**config.mk**
```make
export PLATFORM = sky130hd
export DESIGN_NAME = bdp_core
export DESIGN_NICKNAME = d
export VERILOG_FILES = /design/src/common/bdp_pkg.sv /design/src/common/bdp_regs_if.sv /design/src/core/bdp_hold_mem.sv /design/src/core/bdp_core.sv
export SDC_FILE = /design/constraint.sdc
export NUM_CORES = 1
export LEC_CHECK = 0
export ABC_AREA = 1
export BUFFER_PORTS_ARGS = -buffer_cell sky130_fd_sc_hd__buf_2
export CAP_MARGIN = 10
export CORE_MARGIN = 2
export CORE_UTILIZATION = 45
export CTS_CLUSTER_DIAMETER = 100
export DETAILED_ROUTE_END_ITERATION = 8
export PLACE_DENSITY = 0.67
export SYNTH_ARGS = -nofsm -noshare
export SYNTH_HDL_FRONTEND = slang
export SYNTH_SLANG_ARGS = --single-unit
```
**constraint.sdc**
```tcl
create_clock -name core_clk -period 2.4 [get_ports core_clk]
set_input_delay 0.24 -clock core_clk [delete_from_list [all_inputs] [get_ports core_clk]]
set_output_delay 0.24 -clock core_clk [all_outputs]
set_load 0.02 [all_outputs]
```
**src/common/bdp_pkg.sv**
```systemverilog
// Purpose: Shared constants and types for the background debug port.
// Assumes: Ticks are periods of the selected debug clock, derived from core_clk.
// Notes: Command codes and tick counts are block-local choices.
package bdp_pkg;

  // Positions in the debug register window.
  localparam logic [3:0] OFF_STATUS = 4'h1;
  localparam logic [3:0] OFF_CCR_HOLD = 4'h6;
  localparam logic [3:0] OFF_INR = 4'h7;
  localparam logic [3:0] OFF_ZERO_LO = 4'h8;
  localparam logic [3:0] OFF_ZERO_HI = 4'h9;

  // Status register bit positions, and the low bit of the base in INR.
  localparam int BIT_EN = 7;
  localparam int BIT_ACT = 6;
  localparam int BIT_TAG = 5;
  localparam int BIT_SDV = 4;
  localparam int BIT_TRACE = 3;
  localparam int BIT_CLKSW = 2;
  localparam int BIT_UNSEC = 1;
  localparam int INR_LSB = 3;

  // Values after reset.
  localparam logic [7:0] STATUS_RESET = 8'h00;
  localparam logic [7:0] HOLD_RESET = 8'h00;

  // Hardware commands, nine in all.
  localparam logic [7:0] CMD_BACKGROUND = 8'h80;
  localparam logic [7:0] CMD_ACK_ENABLE = 8'h81;
  localparam logic [7:0] CMD_ACK_DISABLE = 8'h82;
  localparam logic [7:0] CMD_READ_DEBUG_REGISTER_CMD = 8'h83;
  localparam logic [7:0] CMD_WRITE_DEBUG_REGISTER_CMD = 8'h84;
  localparam logic [7:0] CMD_READ_BYTE = 8'h85;
  localparam logic [7:0] CMD_WRITE_BYTE = 8'h86;
  localparam logic [7:0] CMD_READ_WORD = 8'h87;
  localparam logic [7:0] CMD_WRITE_WORD = 8'h88;
  // Firmware commands occupy codes 0x00 up to this one, fifteen in all.
  localparam logic [7:0] CMD_FW_LAST = 8'h0E;

  // Serial frame lengths in bits.
  localparam logic [5:0] LEN_CMD = 6'h08;
  localparam logic [5:0] LEN_ADDR8 = 6'h10;
  localparam logic [5:0] LEN_ADDR16 = 6'h18;
  localparam logic [5:0] LEN_WR_BYTE = 6'h20;
  localparam logic [5:0] LEN_WR_WORD = 6'h28;

  // Register space that stays reachable while secured.
  localparam logic [15:0] REG_SPACE_END = 16'h0400;

  // Bit timing in debug clock ticks.
  localparam logic [9:0] BIT_SAMPLE_TICKS = 10'h00A;
  localparam logic [9:0] BIT_DRIVE_TICKS = 10'h00D;
  localparam logic [9:0] SYNC_REQ_TICKS = 10'h080;
  localparam logic [9:0] SYNC_DLY_TICKS = 10'h010;
  localparam logic [9:0] SYNC_END_TICKS = 10'h090;
  localparam logic [9:0] ACK_DLY_TICKS = 10'h010;
  localparam logic [9:0] ACK_END_TICKS = 10'h020;
  localparam logic [9:0] TICK_MAX = 10'h3FF;
  // Core cycles after reset release before the strap is read.
  localparam logic [1:0] CAPTURE_CYCLES = 2'h2;

  // Serial engine states.
  typedef enum logic [2:0] {
    ST_IDLE = 3'b000,
    ST_RX = 3'b001,
    ST_EXEC = 3'b010,
    ST_BUS = 3'b011,
    ST_FW = 3'b100,
    ST_ACK = 3'b101,
    ST_TX = 3'b110,
    ST_SYNC = 3'b111
  } bdp_state_type;

endpackage

```
**src/common/bdp_regs_if.sv**
```systemverilog
// Purpose: Carrier between the serial engine and the holding memory.
// Assumes: One write or read address per core_clk cycle.
// Notes: Read data arrive one cycle after the address.
interface bdp_regs_if;
  logic wr_en;
  logic [3:0] addr;
  logic [7:0] wdata;
  logic [7:0] rdata;
  modport core (output wr_en, output addr, output wdata, input rdata);
  modport mem (input wr_en, input addr, input wdata, output rdata);
endinterface

```
**src/core/bdp_hold_mem.sv**
```systemverilog
// Purpose: Holding bytes of the debug register window.
// Assumes: Addresses come from the serial engine on the same clock.
// Notes: Read data leave through a register, one cycle late.
module bdp_hold_mem #(
  parameter int DEPTH = 16
) (
  // Clock, reset and freeze.
  input wire logic core_clk,
  input wire logic rst_n,
  input wire logic clk_en,
  // Engine side.
  bdp_regs_if.mem regs
);

  logic [7:0] mem_reg [DEPTH];
  logic [7:0] rdata_reg;

  // Stores written bytes and registers the read byte.
  always_ff @(posedge core_clk or negedge rst_n) begin
    if (!rst_n) begin
      for (int i = 0; i < DEPTH; i++) begin
        mem_reg[i] <= bdp_pkg::HOLD_RESET;
      end
      rdata_reg <= bdp_pkg::HOLD_RESET;
    end else if (clk_en) begin
      if (regs.wr_en) begin
        mem_reg[regs.addr] <= regs.wdata;
      end
      rdata_reg <= mem_reg[regs.addr];
    end
  end

  assign regs.rdata = rdata_reg;

endmodule

```
**src/core/bdp_core.sv**
```systemverilog
// Purpose: Background debug port behind one open-drain wire.
// Assumes: The host starts every bit with a falling edge on the wire.
// Notes: Memory commands steal cycles only when bus_free is high.
module bdp_core (
  // Clock, reset and freeze.
  input wire logic core_clk,
  input wire logic rst_n,
  input wire logic clk_en,
  // Background wire, open drain.
  input wire logic background_wire_in,
  output logic background_wire_out,
  output logic background_wire_oe,
  // Chip mode and security state.
  input wire logic special_periph_sel,
  input wire logic secure,
  input wire logic erase_fail,
  input wire logic [3:0] reg_base,
  output logic special_mode,
  // Stolen-cycle bus port.
  input wire logic bus_free,
  input wire logic [15:0] bus_rdata,
  output logic bus_req,
  output logic bus_write,
  output logic bus_byte,
  output logic [15:0] bus_addr,
  output logic [15:0] bus_wdata,
  // Firmware side.
  input wire logic debug_enter_req,
  input wire logic fw_done,
  input wire logic fw_exit,
  output logic fw_cmd_valid,
  output logic [3:0] fw_cmd_code,
  output logic debug_enable_flag,
  output logic debug_active_flag,
  // Instruction tagging.
  input wire logic tag_high_input,
  input wire logic tag_low_input,
  input wire logic external_bus_clock,
  input wire logic low_byte_strobe,
  output logic tag_high_mark,
  output logic tag_low_mark
);

  // Bits the host must send for a command, zero when it is unknown.
  function automatic logic [5:0] rx_bits(input logic [7:0] cmd);
    case (cmd)
      bdp_pkg::CMD_BACKGROUND, bdp_pkg::CMD_ACK_ENABLE,
      bdp_pkg::CMD_ACK_DISABLE: rx_bits = bdp_pkg::LEN_CMD;
      bdp_pkg::CMD_READ_DEBUG_REGISTER_CMD: rx_bits = bdp_pkg::LEN_ADDR8;
      bdp_pkg::CMD_WRITE_DEBUG_REGISTER_CMD, bdp_pkg::CMD_READ_BYTE,
      bdp_pkg::CMD_READ_WORD: rx_bits = bdp_pkg::LEN_ADDR16;
      bdp_pkg::CMD_WRITE_BYTE: rx_bits = bdp_pkg::LEN_WR_BYTE;
      bdp_pkg::CMD_WRITE_WORD: rx_bits = bdp_pkg::LEN_WR_WORD;
      default: rx_bits = (cmd <= bdp_pkg::CMD_FW_LAST) ? bdp_pkg::LEN_CMD : 6'h00;
    endcase
  endfunction

  // State after a command completes: handshake first, then any reply.
  function automatic bdp_pkg::bdp_state_type after_done(input logic ack, input logic reply);
    if (ack) begin
      after_done = bdp_pkg::ST_ACK;
    end else if (reply) begin
      after_done = bdp_pkg::ST_TX;
    end else begin
      after_done = bdp_pkg::ST_IDLE;
    end
  endfunction

  // Pin group: synchronisers, strap capture and tagging.
  logic [3:0] s1_reg, s2_reg;
  logic [1:0] prev_reg, prev_next;
  logic [1:0] cap_reg, cap_next;
  logic done_reg, done_next, special_reg, special_next, periph_reg, periph_next;
  logic tag_hi_reg, tag_hi_next, tag_lo_reg, tag_lo_next;
  logic [7:0] inr_reg, inr_next;
  logic wire_s, external_bus_clock_s, cap_pulse, fall;
  // Engine group.
  bdp_pkg::bdp_state_type st_reg, st_next;
  logic [9:0] tmr_reg, tmr_next, low_reg, low_next;
  logic [5:0] rxc_reg, rxc_next, need_reg, need_next, cnt1, nneed;
  logic [39:0] sh_reg, sh_next, shin;
  logic [7:0] cmd_reg, cmd_next, rd_mux, status_vec;
  logic [15:0] tx_reg, tx_next, addr16;
  logic [4:0] txl_reg, txl_next;
  logic oe_reg, oe_next, out_reg, acken_reg, acken_next, pre_reg, pre_next, tick;
  logic en_reg, en_next, act_reg, act_next, act_set, act_clr;
  logic tag_reg, tag_next, sdv_reg, sdv_next, trace_reg, trace_next, clksw_reg, clksw_next;
  logic breq_reg, breq_next, bwr_reg, bwr_next, bbyte_reg, bbyte_next;
  logic [15:0] baddr_reg, baddr_next, bwdata_reg, bwdata_next;
  logic fwv_reg, fwv_next, mem_ok, is_read;
  logic [3:0] fwc_reg, fwc_next, reg_addr;
  bdp_regs_if regs ();

  bdp_hold_mem #(.DEPTH(16)) u_hold (
    .core_clk(core_clk),
    .rst_n(rst_n),
    .clk_en(clk_en),
    .regs(regs)
  );

  assign wire_s = s2_reg[3];
  assign external_bus_clock_s = s2_reg[2];

  // Strap capture, read-only position register and tag marks.
  always_comb begin
    prev_next = {wire_s, external_bus_clock_s};
    cap_next = cap_reg;
    done_next = done_reg;
    special_next = special_reg;
    periph_next = periph_reg;
    cap_pulse = 1'b0;
    inr_next = {1'b0, reg_base, 3'h0};
    if (!done_reg) begin
      cap_next = cap_reg + 2'h1;
      if (cap_reg == bdp_pkg::CAPTURE_CYCLES) begin
        cap_pulse = 1'b1;
        done_next = 1'b1;
        special_next = ~wire_s;
        periph_next = ~wire_s & special_periph_sel;
      end
    end
    tag_hi_next = prev_reg[0] & ~external_bus_clock_s & tag_reg & ~s2_reg[1];
    tag_lo_next = prev_reg[0] & ~external_bus_clock_s & tag_reg & low_byte_strobe & ~s2_reg[0];
  end

  // Registers the pin group; the synchronisers idle high like the wire.
  always_ff @(posedge core_clk or negedge rst_n) begin
    if (!rst_n) begin
      s1_reg <= 4'hF;
      s2_reg <= 4'hF;
      prev_reg <= 2'h3;
      cap_reg <= 2'h0;
      done_reg <= 1'b0;
      special_reg <= 1'b0;
      periph_reg <= 1'b0;
      tag_hi_reg <= 1'b0;
      tag_lo_reg <= 1'b0;
      inr_reg <= 8'h00;
    end else if (clk_en) begin
      s1_reg <= {background_wire_in, external_bus_clock, tag_high_input, tag_low_input};
      s2_reg <= s1_reg;
      prev_reg <= prev_next;
      cap_reg <= cap_next;
      done_reg <= done_next;
      special_reg <= special_next;
      periph_reg <= periph_next;
      tag_hi_reg <= tag_hi_next;
      tag_lo_reg <= tag_lo_next;
      inr_reg <= inr_next;
    end
  end

  // Register window decode and read selection.
  assign reg_addr = (cmd_reg == bdp_pkg::CMD_WRITE_DEBUG_REGISTER_CMD) ? sh_reg[11:8] : sh_reg[3:0];
  assign status_vec = {en_reg, act_reg, tag_reg, sdv_reg, trace_reg, clksw_reg, ~secure, 1'b0};
  assign regs.addr = reg_addr;
  assign regs.wdata = sh_reg[7:0];
  always_comb begin
    case (reg_addr)
      bdp_pkg::OFF_STATUS: rd_mux = status_vec;
      bdp_pkg::OFF_INR: rd_mux = inr_reg;
      bdp_pkg::OFF_ZERO_LO, bdp_pkg::OFF_ZERO_HI: rd_mux = 8'h00;
      default: rd_mux = regs.rdata;
    endcase
  end

  // Secured parts reach only the register space, and only when so allowed.
  assign addr16 = (cmd_reg == bdp_pkg::CMD_WRITE_BYTE) ? sh_reg[23:8] :
                  (cmd_reg == bdp_pkg::CMD_WRITE_WORD) ? sh_reg[31:16] : sh_reg[15:0];
  assign mem_ok = ~secure | (special_reg & ~periph_reg & erase_fail &
                  (addr16 < bdp_pkg::REG_SPACE_END));
  assign is_read = (cmd_reg == bdp_pkg::CMD_READ_BYTE) | (cmd_reg == bdp_pkg::CMD_READ_WORD);
  assign tick = clksw_reg | pre_reg;
  assign fall = prev_reg[1] & ~wire_s;
  assign cnt1 = rxc_reg + 6'h01;
  assign shin = {sh_reg[38:0], wire_s};
  assign nneed = (cnt1 == bdp_pkg::LEN_CMD) ? rx_bits(shin[7:0]) : need_reg;

  // Serial engine, status flags and stolen-cycle requests.
  always_comb begin
    st_next = st_reg;
    tmr_next = tmr_reg;
    rxc_next = rxc_reg;
    need_next = need_reg;
    sh_next = sh_reg;
    cmd_next = cmd_reg;
    tx_next = tx_reg;
    txl_next = txl_reg;
    oe_next = oe_reg;
    acken_next = acken_reg;
    pre_next = ~pre_reg;
    en_next = en_reg;
    tag_next = tag_reg;
    sdv_next = sdv_reg;
    trace_next = trace_reg;
    clksw_next = clksw_reg;
    breq_next = breq_reg;
    bwr_next = bwr_reg;
    bbyte_next = bbyte_reg;
    baddr_next = baddr_reg;
    bwdata_next = bwdata_reg;
    fwv_next = 1'b0;
    fwc_next = fwc_reg;
    act_set = debug_enter_req & en_reg;
    act_clr = fw_exit;
    regs.wr_en = 1'b0;
    // Host low time, own drive excluded.
    low_next = (wire_s | oe_reg) ? 10'h000 :
               (tick && low_reg != bdp_pkg::TICK_MAX) ? low_reg + 10'h001 : low_reg;
    if (fall && (st_reg == bdp_pkg::ST_IDLE || st_reg == bdp_pkg::ST_RX ||
        st_reg == bdp_pkg::ST_TX)) begin
      tmr_next = 10'h000;
    end else if (tick && tmr_reg != bdp_pkg::TICK_MAX) begin
      tmr_next = tmr_reg + 10'h001;
    end
    if (cap_pulse && special_next) begin
      en_next = 1'b1;
      act_set = 1'b1;
    end
    if (done_reg && !prev_reg[1] && wire_s && low_reg >= bdp_pkg::SYNC_REQ_TICKS &&
        st_reg != bdp_pkg::ST_SYNC) begin
      st_next = bdp_pkg::ST_SYNC;
      tmr_next = 10'h000;
      oe_next = 1'b0;
      breq_next = 1'b0;
    end else begin
      case (st_reg)
        bdp_pkg::ST_IDLE: begin
          if (fall && done_reg) begin
            st_next = bdp_pkg::ST_RX;
            rxc_next = 6'h00;
            need_next = bdp_pkg::LEN_CMD;
          end
        end
        bdp_pkg::ST_RX: begin
          if (tick && tmr_reg == bdp_pkg::BIT_SAMPLE_TICKS) begin
            sh_next = shin;
            rxc_next = cnt1;
            need_next = nneed;
            if (cnt1 == bdp_pkg::LEN_CMD) begin
              cmd_next = shin[7:0];
            end
            if (nneed == 6'h00) begin
              st_next = bdp_pkg::ST_IDLE;
            end else if (cnt1 == nneed) begin
              st_next = bdp_pkg::ST_EXEC;
            end
          end
        end
        bdp_pkg::ST_EXEC: begin
          tmr_next = 10'h000;
          txl_next = 5'h00;
          case (cmd_reg)
            bdp_pkg::CMD_BACKGROUND: begin
              act_set = act_set | en_reg;
              st_next = after_done(acken_reg, 1'b0);
            end
            bdp_pkg::CMD_ACK_ENABLE, bdp_pkg::CMD_ACK_DISABLE: begin
              acken_next = (cmd_reg == bdp_pkg::CMD_ACK_ENABLE);
              st_next = after_done(cmd_reg == bdp_pkg::CMD_ACK_ENABLE, 1'b0);
            end
            bdp_pkg::CMD_READ_DEBUG_REGISTER_CMD: st_next = bdp_pkg::ST_BUS;
            bdp_pkg::CMD_WRITE_DEBUG_REGISTER_CMD: begin
              regs.wr_en = 1'b1;
              if (reg_addr == bdp_pkg::OFF_STATUS) begin
                en_next = sh_reg[bdp_pkg::BIT_EN];
                tag_next = sh_reg[bdp_pkg::BIT_TAG];
                sdv_next = sh_reg[bdp_pkg::BIT_SDV];
                trace_next = sh_reg[bdp_pkg::BIT_TRACE];
                clksw_next = sh_reg[bdp_pkg::BIT_CLKSW];
                act_clr = act_clr | (periph_reg & ~sh_reg[bdp_pkg::BIT_ACT]);
              end
              st_next = after_done(acken_reg, 1'b0);
            end
            bdp_pkg::CMD_READ_BYTE, bdp_pkg::CMD_READ_WORD, bdp_pkg::CMD_WRITE_BYTE,
            bdp_pkg::CMD_WRITE_WORD: begin
              if (mem_ok) begin
                breq_next = 1'b1;
                baddr_next = addr16;
                bwdata_next = (cmd_reg == bdp_pkg::CMD_WRITE_WORD) ? sh_reg[15:0] :
                              {8'h00, sh_reg[7:0]};
                bwr_next = ~is_read;
                bbyte_next = (cmd_reg == bdp_pkg::CMD_READ_BYTE) |
                             (cmd_reg == bdp_pkg::CMD_WRITE_BYTE);
                st_next = bdp_pkg::ST_BUS;
              end else begin
                tx_next = 16'h0000;
                txl_next = !is_read ? 5'h00 :
                           (cmd_reg == bdp_pkg::CMD_READ_BYTE) ? 5'h08 : 5'h10;
                st_next = after_done(acken_reg, is_read);
              end
            end
            default: begin
              if (act_reg) begin
                fwv_next = 1'b1;
                fwc_next = cmd_reg[3:0];
                st_next = bdp_pkg::ST_FW;
              end else begin
                st_next = bdp_pkg::ST_IDLE;
              end
            end
          endcase
          if (after_done(acken_reg, 1'b1) == bdp_pkg::ST_TX && st_next == bdp_pkg::ST_TX) begin
            tmr_next = bdp_pkg::TICK_MAX;
          end
        end
        bdp_pkg::ST_BUS: begin
          tmr_next = 10'h000;
          if (cmd_reg == bdp_pkg::CMD_READ_DEBUG_REGISTER_CMD) begin
            tx_next = {rd_mux, 8'h00};
            txl_next = 5'h08;
            st_next = after_done(acken_reg, 1'b1);
          end else if (breq_reg && bus_free) begin
            breq_next = 1'b0;
            tx_next = bbyte_reg ? {bus_rdata[7:0], 8'h00} : bus_rdata;
            txl_next = !is_read ? 5'h00 : bbyte_reg ? 5'h08 : 5'h10;
            st_next = after_done(acken_reg, is_read);
          end
          if (st_next == bdp_pkg::ST_TX) begin
            tmr_next = bdp_pkg::TICK_MAX;
          end
        end
        bdp_pkg::ST_FW: begin
          if (fw_done) begin
            tmr_next = 10'h000;
            st_next = after_done(acken_reg, 1'b0);
          end
        end
        bdp_pkg::ST_ACK: begin
          oe_next = (tmr_reg >= bdp_pkg::ACK_DLY_TICKS);
          if (tmr_reg >= bdp_pkg::ACK_END_TICKS) begin
            oe_next = 1'b0;
            tmr_next = bdp_pkg::TICK_MAX;
            st_next = (txl_reg != 5'h00) ? bdp_pkg::ST_TX : bdp_pkg::ST_IDLE;
          end
        end
        bdp_pkg::ST_TX: begin
          if (fall) begin
            oe_next = ~tx_reg[15];
          end
          if (tick && tmr_reg == bdp_pkg::BIT_DRIVE_TICKS) begin
            oe_next = 1'b0;
            tx_next = {tx_reg[14:0], 1'b0};
            txl_next = txl_reg - 5'h01;
            if (txl_reg == 5'h01) begin
              st_next = bdp_pkg::ST_IDLE;
            end
          end
        end
        bdp_pkg::ST_SYNC: begin
          oe_next = (tmr_reg >= bdp_pkg::SYNC_DLY_TICKS);
          if (tmr_reg >= bdp_pkg::SYNC_END_TICKS) begin
            oe_next = 1'b0;
            st_next = bdp_pkg::ST_IDLE;
          end
        end
        default: st_next = bdp_pkg::ST_IDLE;
      endcase
    end
    // Setting wins over a clear in the same cycle.
    act_next = act_set ? 1'b1 : (act_clr ? 1'b0 : act_reg);
  end

  // Registers the engine group.
  always_ff @(posedge core_clk or negedge rst_n) begin
    if (!rst_n) begin
      st_reg <= bdp_pkg::ST_IDLE;
      tmr_reg <= 10'h000;
      low_reg <= 10'h000;
      rxc_reg <= 6'h00;
      need_reg <= 6'h00;
      sh_reg <= 40'h00_0000_0000;
      cmd_reg <= 8'h00;
      tx_reg <= 16'h0000;
      txl_reg <= 5'h00;
      oe_reg <= 1'b0;
      out_reg <= 1'b0;
      acken_reg <= 1'b0;
      pre_reg <= 1'b0;
      en_reg <= bdp_pkg::STATUS_RESET[bdp_pkg::BIT_EN];
      act_reg <= bdp_pkg::STATUS_RESET[bdp_pkg::BIT_ACT];
      tag_reg <= bdp_pkg::STATUS_RESET[bdp_pkg::BIT_TAG];
      sdv_reg <= bdp_pkg::STATUS_RESET[bdp_pkg::BIT_SDV];
      trace_reg <= bdp_pkg::STATUS_RESET[bdp_pkg::BIT_TRACE];
      clksw_reg <= bdp_pkg::STATUS_RESET[bdp_pkg::BIT_CLKSW];
      breq_reg <= 1'b0;
      bwr_reg <= 1'b0;
      bbyte_reg <= 1'b0;
      baddr_reg <= 16'h0000;
      bwdata_reg <= 16'h0000;
      fwv_reg <= 1'b0;
      fwc_reg <= 4'h0;
    end else if (clk_en) begin
      st_reg <= st_next;
      tmr_reg <= tmr_next;
      low_reg <= low_next;
      rxc_reg <= rxc_next;
      need_reg <= need_next;
      sh_reg <= sh_next;
      cmd_reg <= cmd_next;
      tx_reg <= tx_next;
      txl_reg <= txl_next;
      oe_reg <= oe_next;
      out_reg <= 1'b0;
      acken_reg <= acken_next;
      pre_reg <= pre_next;
      en_reg <= en_next;
      act_reg <= act_next;
      tag_reg <= tag_next;
      sdv_reg <= sdv_next;
      trace_reg <= trace_next;
      clksw_reg <= clksw_next;
      breq_reg <= breq_next;
      bwr_reg <= bwr_next;
      bbyte_reg <= bbyte_next;
      baddr_reg <= baddr_next;
      bwdata_reg <= bwdata_next;
      fwv_reg <= fwv_next;
      fwc_reg <= fwc_next;
    end
  end

  // Outputs straight from flip-flops.
  assign background_wire_out = out_reg;
  assign background_wire_oe = oe_reg;
  assign special_mode = special_reg;
  assign bus_req = breq_reg;
  assign bus_write = bwr_reg;
  assign bus_byte = bbyte_reg;
  assign bus_addr = baddr_reg;
  assign bus_wdata = bwdata_reg;
  assign fw_cmd_valid = fwv_reg;
  assign fw_cmd_code = fwc_reg;
  assign debug_enable_flag = en_reg;
  assign debug_active_flag = act_reg;
  assign tag_high_mark = tag_hi_reg;
  assign tag_low_mark = tag_lo_reg;

endmodule

```
Word level (Yosys, flattened, before mapping) --
Cells that the tools add are included. Widths: inputs -> output; s select.
Word-level totals: memory bits (writable) 0, input port bits 35, output and inout bits 47, latch bits 0, bits in registers 302, memories 0, word-level logic and storage cells 322, bits in read-only memories 0
Operators by class: order comparisons 8, divide/modulo/power cells 0, multipliers 0, add/subtract/negate cells 5, shifts and indexed selects 0, reduce and logical (&&, ||, !) cells 50, equal/unequal tests 60, muxes and demuxes 114, bitwise operators 33
Operators by type and width (number):
- $eq 8x8->1 const B | 18
- $mux 16 | 9
- $bwmux 128 | 1
- $mux 10 | 9
- $mux 3 | 25
- $pmux 16 s3 | 1
- $mux 5 | 9
- $pmux 10 s4 | 1
- $mux 1 | 37
- $bmux 8 s4 | 1
- $demux 8 s4 | 1
- $mux 6 | 5
- $pmux 6 s5 | 1
- $reduce_and 5->1 | 6
- $mux 8 | 3
- $ne 3x3->1 const B | 8
- $pmux 3 s8 | 1
- $pmux 6 s2 | 2
- $pmux 8 s3 | 1
- $eq 3x3->1 const B | 7
- $add 10x1->10 const B | 2
- $eq 10x4->1 const B | 2
- $ge 10x8->1 const B | 2
- $ne 10x10->1 const B | 2
- other kinds (53) | 116

Longest topological paths before layout --
Gate-level depths: netlist of run 1.
depth after elaboration 15, gate-level depth with buffers 18, gate-level depth less buffers 17

By module --
A second synthesis of run 1 with hierarchy kept.
Second synthesis, totals: cells, all modules 2076, area, all modules 15642.5 um^2
By module, submodules not included:
- bdp_core | sequential area each 4166.5 um^2, times used 1, cells each 1269, area an instance 9420.3 um^2
- bdp_hold_mem | sequential area each 3403.3 um^2, times used 1, cells each 807, area an instance 6222.2 um^2

Worst setup path before layout of run 1 --
OpenSTA, ideal clock, no wires.
path kind flip-flop to flip-flop, start point register rxc_reg[0], end point register st_reg[0], path slack 220 ps, period minus slack after synthesis 2180 ps, path buffers 0, data required time 2283 ps, cell stages (with the launch flop) 15, setup time 117 ps, arrival 2063 ps, cell sequence dfrtp_1 > ha_1 > xnor2_1 > nand2_1 > nor2_1 > nand3_1 > nand2_1 > xor2_1 > nor2_1 > nand3_1 > nand3_1 > nand3_1 > inv_1 > nand2_1 > nand2_1
Between the ends: cells in the longest elaborated chain, start to end 8, elaborated cells between the ends (all ways) 11, those cells by class add/sub: 1; eq/ne: 3; mux: 5; reduce/logical: 2
Ends and longest elaborated chain:
- start: declaration | line bdp_core.sv:80 | logic [5:0] rxc_reg, rxc_next, need_reg, need_next, cnt1, nneed;
- start signal: assignment | line bdp_core.sv:397 | rxc_reg <= rxc_next;
- $add 6x1->6 * | line bdp_core.sv:175 | assign cnt1 = rxc_reg + 6'h01;
- $eq 6x4->1 | line bdp_core.sv:177 | assign nneed = (cnt1 == bdp_pkg::LEN_CMD) ? rx_bits(shin[7:0]) : need_reg;
- $mux 6 | line bdp_core.sv:177
- $logic_not 6->1 | line bdp_core.sv:243 | if (nneed == 6'h00) begin
- $mux 3 | line bdp_core.sv:243
- $mux 3 | line bdp_core.sv:236 | if (tick && tmr_reg == bdp_pkg::BIT_SAMPLE_TICKS) begin
- $pmux 3 s8 | line bdp_core.sv:227 | case (st_reg)
- $mux 3 | line bdp_core.sv:220 | if (done_reg && !prev_reg[1] && wire_s && low_reg >= bdp_pkg::SYNC_REQ_TICKS &&
- end signal: assignment | line bdp_core.sv:367 | st_reg <= bdp_pkg::ST_IDLE;
- end signal: assignment | line bdp_core.sv:394 | st_reg <= st_next;
- end: declaration | line bdp_core.sv:78 | bdp_pkg::bdp_state_type st_reg, st_next;
Mark *: on every way between the ends. The rest lies on a longest branch, timed or not. The select of a mux whose other input is x is not followed. A chain may end at the register's enable or synchronous reset.

Worst setup path in the final report of run 1 --
start point register cmd_reg[5], end point register bwdata_reg[12] (netlist: bus_wdata[12])
Between the ends: cells in the longest elaborated chain, start to end 7, elaborated cells between the ends (all ways) 12, those cells by class order compare: 1; eq/ne: 4; mux: 3; bitwise: 2; reduce/logical: 2
Ends and longest elaborated chain:
- start: declaration | line bdp_core.sv:82 | logic [7:0] cmd_reg, cmd_next, rd_mux, status_vec;
- start signal: assignment | line bdp_core.sv:400 | cmd_reg <= cmd_next;
- $eq 8x8->1 | line bdp_core.sv:169, bdp_core.sv:253, bdp_core.sv:280
- $mux 16 | line bdp_core.sv:169 | (cmd_reg == bdp_pkg::CMD_WRITE_WORD) ? sh_reg[31:16] : sh_reg[15:0];
- $mux 16 | line bdp_core.sv:168 | assign addr16 = (cmd_reg == bdp_pkg::CMD_WRITE_BYTE) ? sh_reg[23:8] :
- $lt 16x11->1 | line bdp_core.sv:171 | (addr16 < bdp_pkg::REG_SPACE_END));
- $and 1x1->1 | line bdp_core.sv:170 | assign mem_ok = ~secure | (special_reg & ~periph_reg & erase_fail &
- $or 1x1->1 | line bdp_core.sv:170
- $reduce_and 5->1 (no line)
- end signal: assignment | line bdp_core.sv:417 | bwdata_reg <= bwdata_next;
- end: declaration | line bdp_core.sv:89 | logic [15:0] baddr_reg, baddr_next, bwdata_reg, bwdata_next;
Several ways; a longest one is shown, not always the timed one.

==> results by group, run 1 <==
Pwr
  – Logic pwr share: 20.9%
  – Reg power frac: 42.2%
  – Switching Share: 31.0%
  – Psw: 4370 uW
  – Clock Power Share: 36.9%
  – Maximum vdd ir drop: 0.541 mV
  – P per Cell Area: 719 nW/um^2
  – LEAKAGE: 0.00934 uW
  – Int Pwr: 9730 uW

Yosys
  – Most frequent cell after synthesis: nand2_1
  – Ys Warns: 0
  – Simple-Gate Fraction of Synth Area: 24.8%
  – Mapped Area: 15,100 sq um
  – Mean Syn Cell Area: 8.13 sq um
  – Synth cell count leaders: nand2_1 (579), dfrtp_1 (292), o21ai_0 (150)
  – Post-Synth XOR/XNOR Area: 0.814%
  – Post-synthesis sequential area ratio: 50.2%
  – Largest family of logic cells by synthesized area: simple AND/OR/NAND/NOR gates
  – Post-synthesis mux area share: 0.0664%
  – Cell taking the most area after synthesis: dfrtp_1
  – Top FF cell, synth: dfrtp_1
  – Adder and majority cell fraction of the synthesized area: 0.996%
  – Area contributors post-synth: dfrtp_1 (48%), nand2_1 (14%), o21ai_0 (5.0%)
  – Synth Area in Compound Gates: 16.5%
  – Unique masters post-synth: 53
  – Gate Count Post-Synth: 1,854
  – Syn nets: 1,901
  – Post-synth EDFFs: 0
  – FFs w/ async S/R, synth: 100%
  – Synth top area share: 48.5%
  – #FFs+latches synth: 302

Status
  – Failing checks: negative setup slack
  – Run status: finished, violations left

Detailed routing
  – Drt wl/cell: 17.9 microns
  – DRC Markers: 0
  – Pre-antenna DRT Iters: 6
  – Vias: 13,997
  – Vias/cell: 5.51
  – Overall routed net length: 45,400 microns
  – Post-DRT Antenna Nets: 0
  – Initial drt markers: 1,086

Floorplanning
  – Core ar.: 33,300 sq um
  – Initial core utilization: 45.3%
  – Vert. Die Dim: 187 microns
  – Die Area: 35,000 sq um
  – Die W: 187 microns
  – I/O pin total: 82
  – Row count: 67

Finish
  – Largest register FFs: 128
  – Area growth from synthesis to layout: 30.2%
  – Final #Nets: 2,116
  – Fin cells: 2,539
  – Number of inserted diodes: 0
  – Share of cells above drive strength 1: 26.9%
  – Fillers: 2,869

Place
  – Port buffer count: 80
  – Setup WS pre-CTS: -0.0706 ns
  – DPL Wire Length: 28,400 microns
  – Placer Congestion: 0.904
  – Placed insts: 2,408

Setup path
  – Critical path arrival: 2.90 ns
  – Crit path kind: reg -> reg
  – Required time of the critical path: 2.81 ns
  – Setup crit end kind: register
  – Critical Path Fanout Max: 8
  – Setup crit start kind: register

STA
  – Max Fclk: 0.402 GHz
  – RSZ-0062 raised after global routing: true
  – Final Max Slew Viols: 0
  – Post-Route Skew: 0.0233 ns
  – Hold Violations, Final: 0
  – Fin crit share: 104%
  – Final setup fails: 43
  – PnR worst setup slack: -0.0889 ns
  – Fin crit period: 2.49 ns
  – Max-slew headroom: 59.0%
  – Worst slew pin tran: 0.616 ns

Clocking
  – Clock sink count: 302
  – TritonCTS Buffers: 35
  – H-tree Lvls: 2
  – Clock buffer depth: 3
  – Clock slew at the register clock pins of the worst setup and hold paths: 0.06 ns
  – Root Buffer: clkbuf_16
  – Worst-skew pair later-pin latency: 0.53 ns
  – CTS tree: done

Hold path
  – Min-delay worst type: in -> reg

GRT
  – Largest net degree at the start of global routing: 73
  – Vias in the first global route: 13,142
  – GR Overflow Total: 0
  – Initial antenna violation count: 0
  – First-pass GRT wire length: 69,300 microns
  – GRT Resource Usage Total: 24.3%

Job
  – Max_cap viols: 0
-- power by group through the flow --
stage               sequential [uW]  combinational, uW  clock, uW
floorplan                      6010               1800          0
global placement               6010               2650          0
detailed placement             6020               2700          0
CTS                            5930               2760       5280
global route                   6000               3330       5500
finish                         5950               2950       5210
-- worst paths after layout --
path | endpoint | cells after the start | start | slack, ns
min in group asynchronous | tag_high_mark | 2 | rst_n | 0.30
setup reg to reg | bus_wdata[12] | 20 | cmd_reg[5] | -0.09
hold / removal | debug_active_flag | 4 | fw_exit | 0.01
max in group asynchronous | u_hold.mem_reg[37] | 3 | rst_n | 1.31
setup / recovery | bus_wdata[12] | 20 | cmd_reg[5] | -0.09
hold reg to reg | s2_reg[1] | 2 | s2_reg[1] | 0.46
-- critical path, stage by stage (launching register included) --
cell and delay (ns):
dfrtp_1 0.38, inv_2 0.06, nand2_2 0.06, nor2_4 0.18, buf_12 0.14, buf_12 0.11, nand2_8 0.06, nand2_2 0.08
nand3_2 0.07, nand2_2 0.10, inv_2 0.04, nor2_2 0.09, nand3_2 0.15, nand2_2 0.13, nand2_4 0.08, inv_4 0.07
nand3_4 0.10, buf_12 0.17, clkbuf_16 0.17, nand2_2 0.07, o21ai_2 0.05
-- per-layer routing --
| metal | part of all wire, % | up-vias | global-route usage (%) |
|---|---|---|---|
| met5 | 0 | - | 0 |
| met4 | 3.1 | 0 | 8.21 |
| met3 | 6.3 | 105 | 3.96 |
| met2 | 46 | 513 | 37.3 |
| met1 | 45 | 6770 | 35.1 |
| li1 | - | 6609 | - |
-- cell families after synthesis --
group           count (synthesis)
simple gates                  864
compound gates                431
flops                         302
buf+inv                       229
xor+xnor                       14
fa+ha+maj                      12
other cells                     1
mux                             1
-- placed cells by master (no fill, tap or decap), drive strengths merged, types with 2 or more instances in the layout --
cell type    count
a21oi           63
a22oi           65
a31oi           14
buf            234
bufinv           2
clkbuf          52
clkinv           9
clkinvlp         2
dfrtp          292
dfstp           10
dlygate4sd3     17
ha              12
inv            145
nand2          606
nand3           74
nand3b           4
nand4           19
nor2           132
nor3            29
nor3b            3
o2111ai          2
o211ai          15
o21a             2
o21ai          251
o221ai           4
o22ai            6
o31ai            4
xnor2            4
xor2            10
-- cell type report --
class	count	area, sq um	share of cell area (%)
clock inverters	14	144	0.734
repair buffers	258	2350	12.0
flip-flops and latches	302	7570	38.6
repair inverters	1	11.3	0.0574
inverters	143	577	2.94
well taps	448	561	2.86
multi-input cells	1328	7440	37.9
clock buffers	45	953	4.86
-- metrics by stage --
step	util [%]	area (sq um)	hold WS [ns]	power, uW	TNS (ns)
global route	58.9	19600	0.0236	14800	-12.61
floorplan	-	15100	-0.0556	7810	0
global placement	50.1	16700	0.257	8650	-0.369
detailed placement	50.1	16700	0.247	8720	-1.65
finish	58.9	19600	0.0129	14100	-2.62
CTS	54.4	18100	0.00377	14000	-0.0519
-- timing repair --
action,CTS,global route
hold buffers,17,0
gates cloned,1,18
setup endpoints to repair,82,202
resized for setup,21,277
buffers inserted,4,32
hold endpoints to repair,76,0
pin swaps,2,58
Power figures use the tool's default switching activity.
==> inputs of run 2 (changes only) <==
- RECOVER_POWER: not set -> 100
==> run 2 against run 1 <==
The flow still finishes with violations (negative setup slack); cell area unchanged; first-iteration DRC count unchanged; sequential share of layout area unchanged; utilization unchanged; cell count is the same; sequential power hardly changed; combinational power barely moved; non-clock buffer count did not move.
==> results by group, run 2 (synthesis results as in run 1) <==
Status
  – Run status: finished, violations left
  – Failing checks: negative setup slack

Place
  – Port buffer count: 80
  – Placer Congestion: 0.904
  – Setup WS pre-CTS: -0.0706 ns
  – Placed insts: 2,408
  – DPL Wire Length: 28,400 microns

STA
  – Max Fclk: 0.402 GHz
  – Worst slew pin tran: 0.616 ns
  – Post-Route Skew: 0.0233 ns
  – Max-slew headroom: 59.0%
  – Final Max Slew Viols: 0
  – Fin crit share: 104%
  – Fin crit period: 2.49 ns
  – Hold Violations, Final: 0
  – Final setup fails: 43
  – RSZ-0062 raised after global routing: true
  – PnR worst setup slack: -0.0888 ns

Detailed routing
  – Overall routed net length: 45,400 microns
  – DRC Markers: 0
  – Drt wl/cell: 17.9 microns
  – Vias/cell: 5.51
  – Vias: 14,001
  – Pre-antenna DRT Iters: 5
  – Post-DRT Antenna Nets: 0
  – Initial drt markers: 1,086

Finish
  – Fin cells: 2,539
  – Fillers: 2,869
  – Largest register FFs: 128
  – Most frequent cells in the layout: nand2_1 (497), dfrtp_1 (290), o21ai_0 (126), inv_1 (114), buf_4 (105)
  – Area growth from synthesis to layout: 30.2%
  – Number of inserted diodes: 0
  – Final #Nets: 2,116
  – Most common cell after layout, fill and taps aside: nand2_1
  – Share of cells above drive strength 1: 26.9%
  – Post-layout util: 58.9%

Hold path
  – Hold Path End: debug_active_flag
  – WHS Path Cells: 4
  – HP Start: fw_exit
  – Min-delay worst type: in -> reg

GRT
  – Vias in the first global route: 13,142
  – Largest net degree at the start of global routing: 73
  – M2 GR Usage: 37.3%
  – First-pass GRT wire length: 69,300 microns
  – Initial antenna violation count: 0
  – GR Overflow Total: 0
  – GR Util met3: 3.96%
  – Gr busiest metal: met2
  – Met1 GRT Util: 35.1%
  – GRT Resource Usage Total: 24.3%

Floorplanning
  – Die W: 187 microns
  – Core ar.: 33,300 sq um
  – Die Area: 35,000 sq um
  – Row count: 67
  – Initial core utilization: 45.3%
  – Vert. Die Dim: 187 microns
  – I/O pin total: 82

Setup path
  – Critical Path Fanout Max: 8
  – Setup crit start kind: register
  – Setup crit end kind: register
  – Critical path's top delay family: simple AND/OR/NAND/NOR gates
  – Reg2Reg Depth: 20
  – Required time of the critical path: 2.81 ns
  – Reg-to-Reg End: bus_wdata[12]
  – Reg-to-reg setup timing slack: -0.09 ns
  – CP max stage delay: 0.38 ns
  – Slowest CP cell: dfrtp_1
  – Buf/Inv on CP: 7
  – Crit path cell chain: inv_2 -> nand2_2 -> nor2_4 -> buf_12 -> buf_12 -> nand2_8 -> nand2_2 -> nand3_2 -> nand2_2 -> inv_2 -> nor2_2 -> nand3_2 -> nand2_2 -> nand2_4 -> inv_4 -> nand3_4 -> buf_12 -> clkbuf_16 -> nand2_2 -> o21ai_2
  – Critical path arrival: 2.90 ns
  – Cell mode on critical path: nand2_2
  – Worst R2R Start: cmd_reg[5]
  – Crit path kind: reg -> reg

Clocking
  – H-tree Lvls: 2
  – Clock slew at the register clock pins of the worst setup and hold paths: 0.06 ns
  – Root Buffer: clkbuf_16
  – TritonCTS Buffers: 35
  – Clock sink count: 302
  – Worst-skew pair later-pin latency: 0.53 ns
  – CTS tree: done
  – Clock buffer depth: 3

Pwr
  – Clock Power Share: 36.9%
  – Reg power frac: 42.2%
  – Maximum vdd ir drop: 0.541 mV
  – Psw: 4370 uW
  – Switching Share: 31.0%
  – LEAKAGE: 0.00934 uW
  – Int Pwr: 9730 uW
  – Logic pwr share: 20.9%
  – P per Cell Area: 719 nW/um^2

Job
  – Max_cap viols: 0
-- run 2: area by class of cell --
type	instances	area (sq um)	area share (%)
timing repair inverter	1	11.3	0.0574
clock inverter	14	144	0.734
sequential	302	7570	38.6
tap	448	561	2.86
inverter	143	577	2.94
clock buffer	45	953	4.86
multi-input combinational	1328	7440	37.9
timing repair buffer	258	2350	12.0
-- run 2: what timing repair did --
item,CTS,global route
hold buffers,17,0
buffers inserted,4,32
gates cloned,1,18
setup endpoints to repair,82,202
resized for setup,21,277
pin swaps,2,58
hold endpoints to repair,76,0
-- run 2: tightest hold or removal path, stage by stage --
cell and delay [ns]:
buf_2 0.11, o21ai_1 0.06, nand2_1 0.05, nand2_1 0.04
-- run 2: through the flow --
step | cell area [sq um] | hold WS [ns] | total power [uW] | TNS, ns
2_1_floorplan | 15100 | -0.0556 | 7810 | 0
3_3_place_gp | 16700 | 0.257 | 8650 | -0.369
3_5_place_dp | 16700 | 0.247 | 8720 | -1.65
4_1_cts | 18100 | 0.00377 | 14000 | -0.0519
5_1_grt | 19600 | 0.0236 | 14800 | -12.61
6_report | 19600 | 0.0129 | 14100 | -2.62
-- run 2: worst max-delay path by stage --
| stage | end | from | slack (ns) | cells past startpoint |
|---|---|---|---|---|
| CTS | u_hold.regs.rdata[7] | cmd_reg[5] | -0.03 | 16 |
| floorplan | st_reg[0] | rxc_reg[0] | 0.22 | 14 |
| global placement | u_hold.mem_reg[100] | cmd_reg[6] | -0.03 | 15 |
| finish | bus_wdata[12] | cmd_reg[5] | -0.09 | 20 |
| global route | bus_wdata[12] | cmd_reg[5] | -0.20 | 20 |
| detailed placement | u_hold.mem_reg[101] | cmd_reg[5] | -0.07 | 15 |
-- run 2: power groups by stage --
stage               Clock [uW]  Combinational [uW]  Sequential (uW)
CTS                       5280                2760             5930
finish                    5210                2950             5950
global route              5500                3330             6000
floorplan                    0                1800             6010
detailed placement           0                2700             6020
global placement             0                2650             6010
-- run 2: per-layer routing --
metal	wire [microns]	share of wire, %	up-vias
li1	-	-	6609
met1	20300	45	6770
met2	20800	46	517
met3	2870	6.3	105
met4	1400	3.1	0
met5	0	0	-
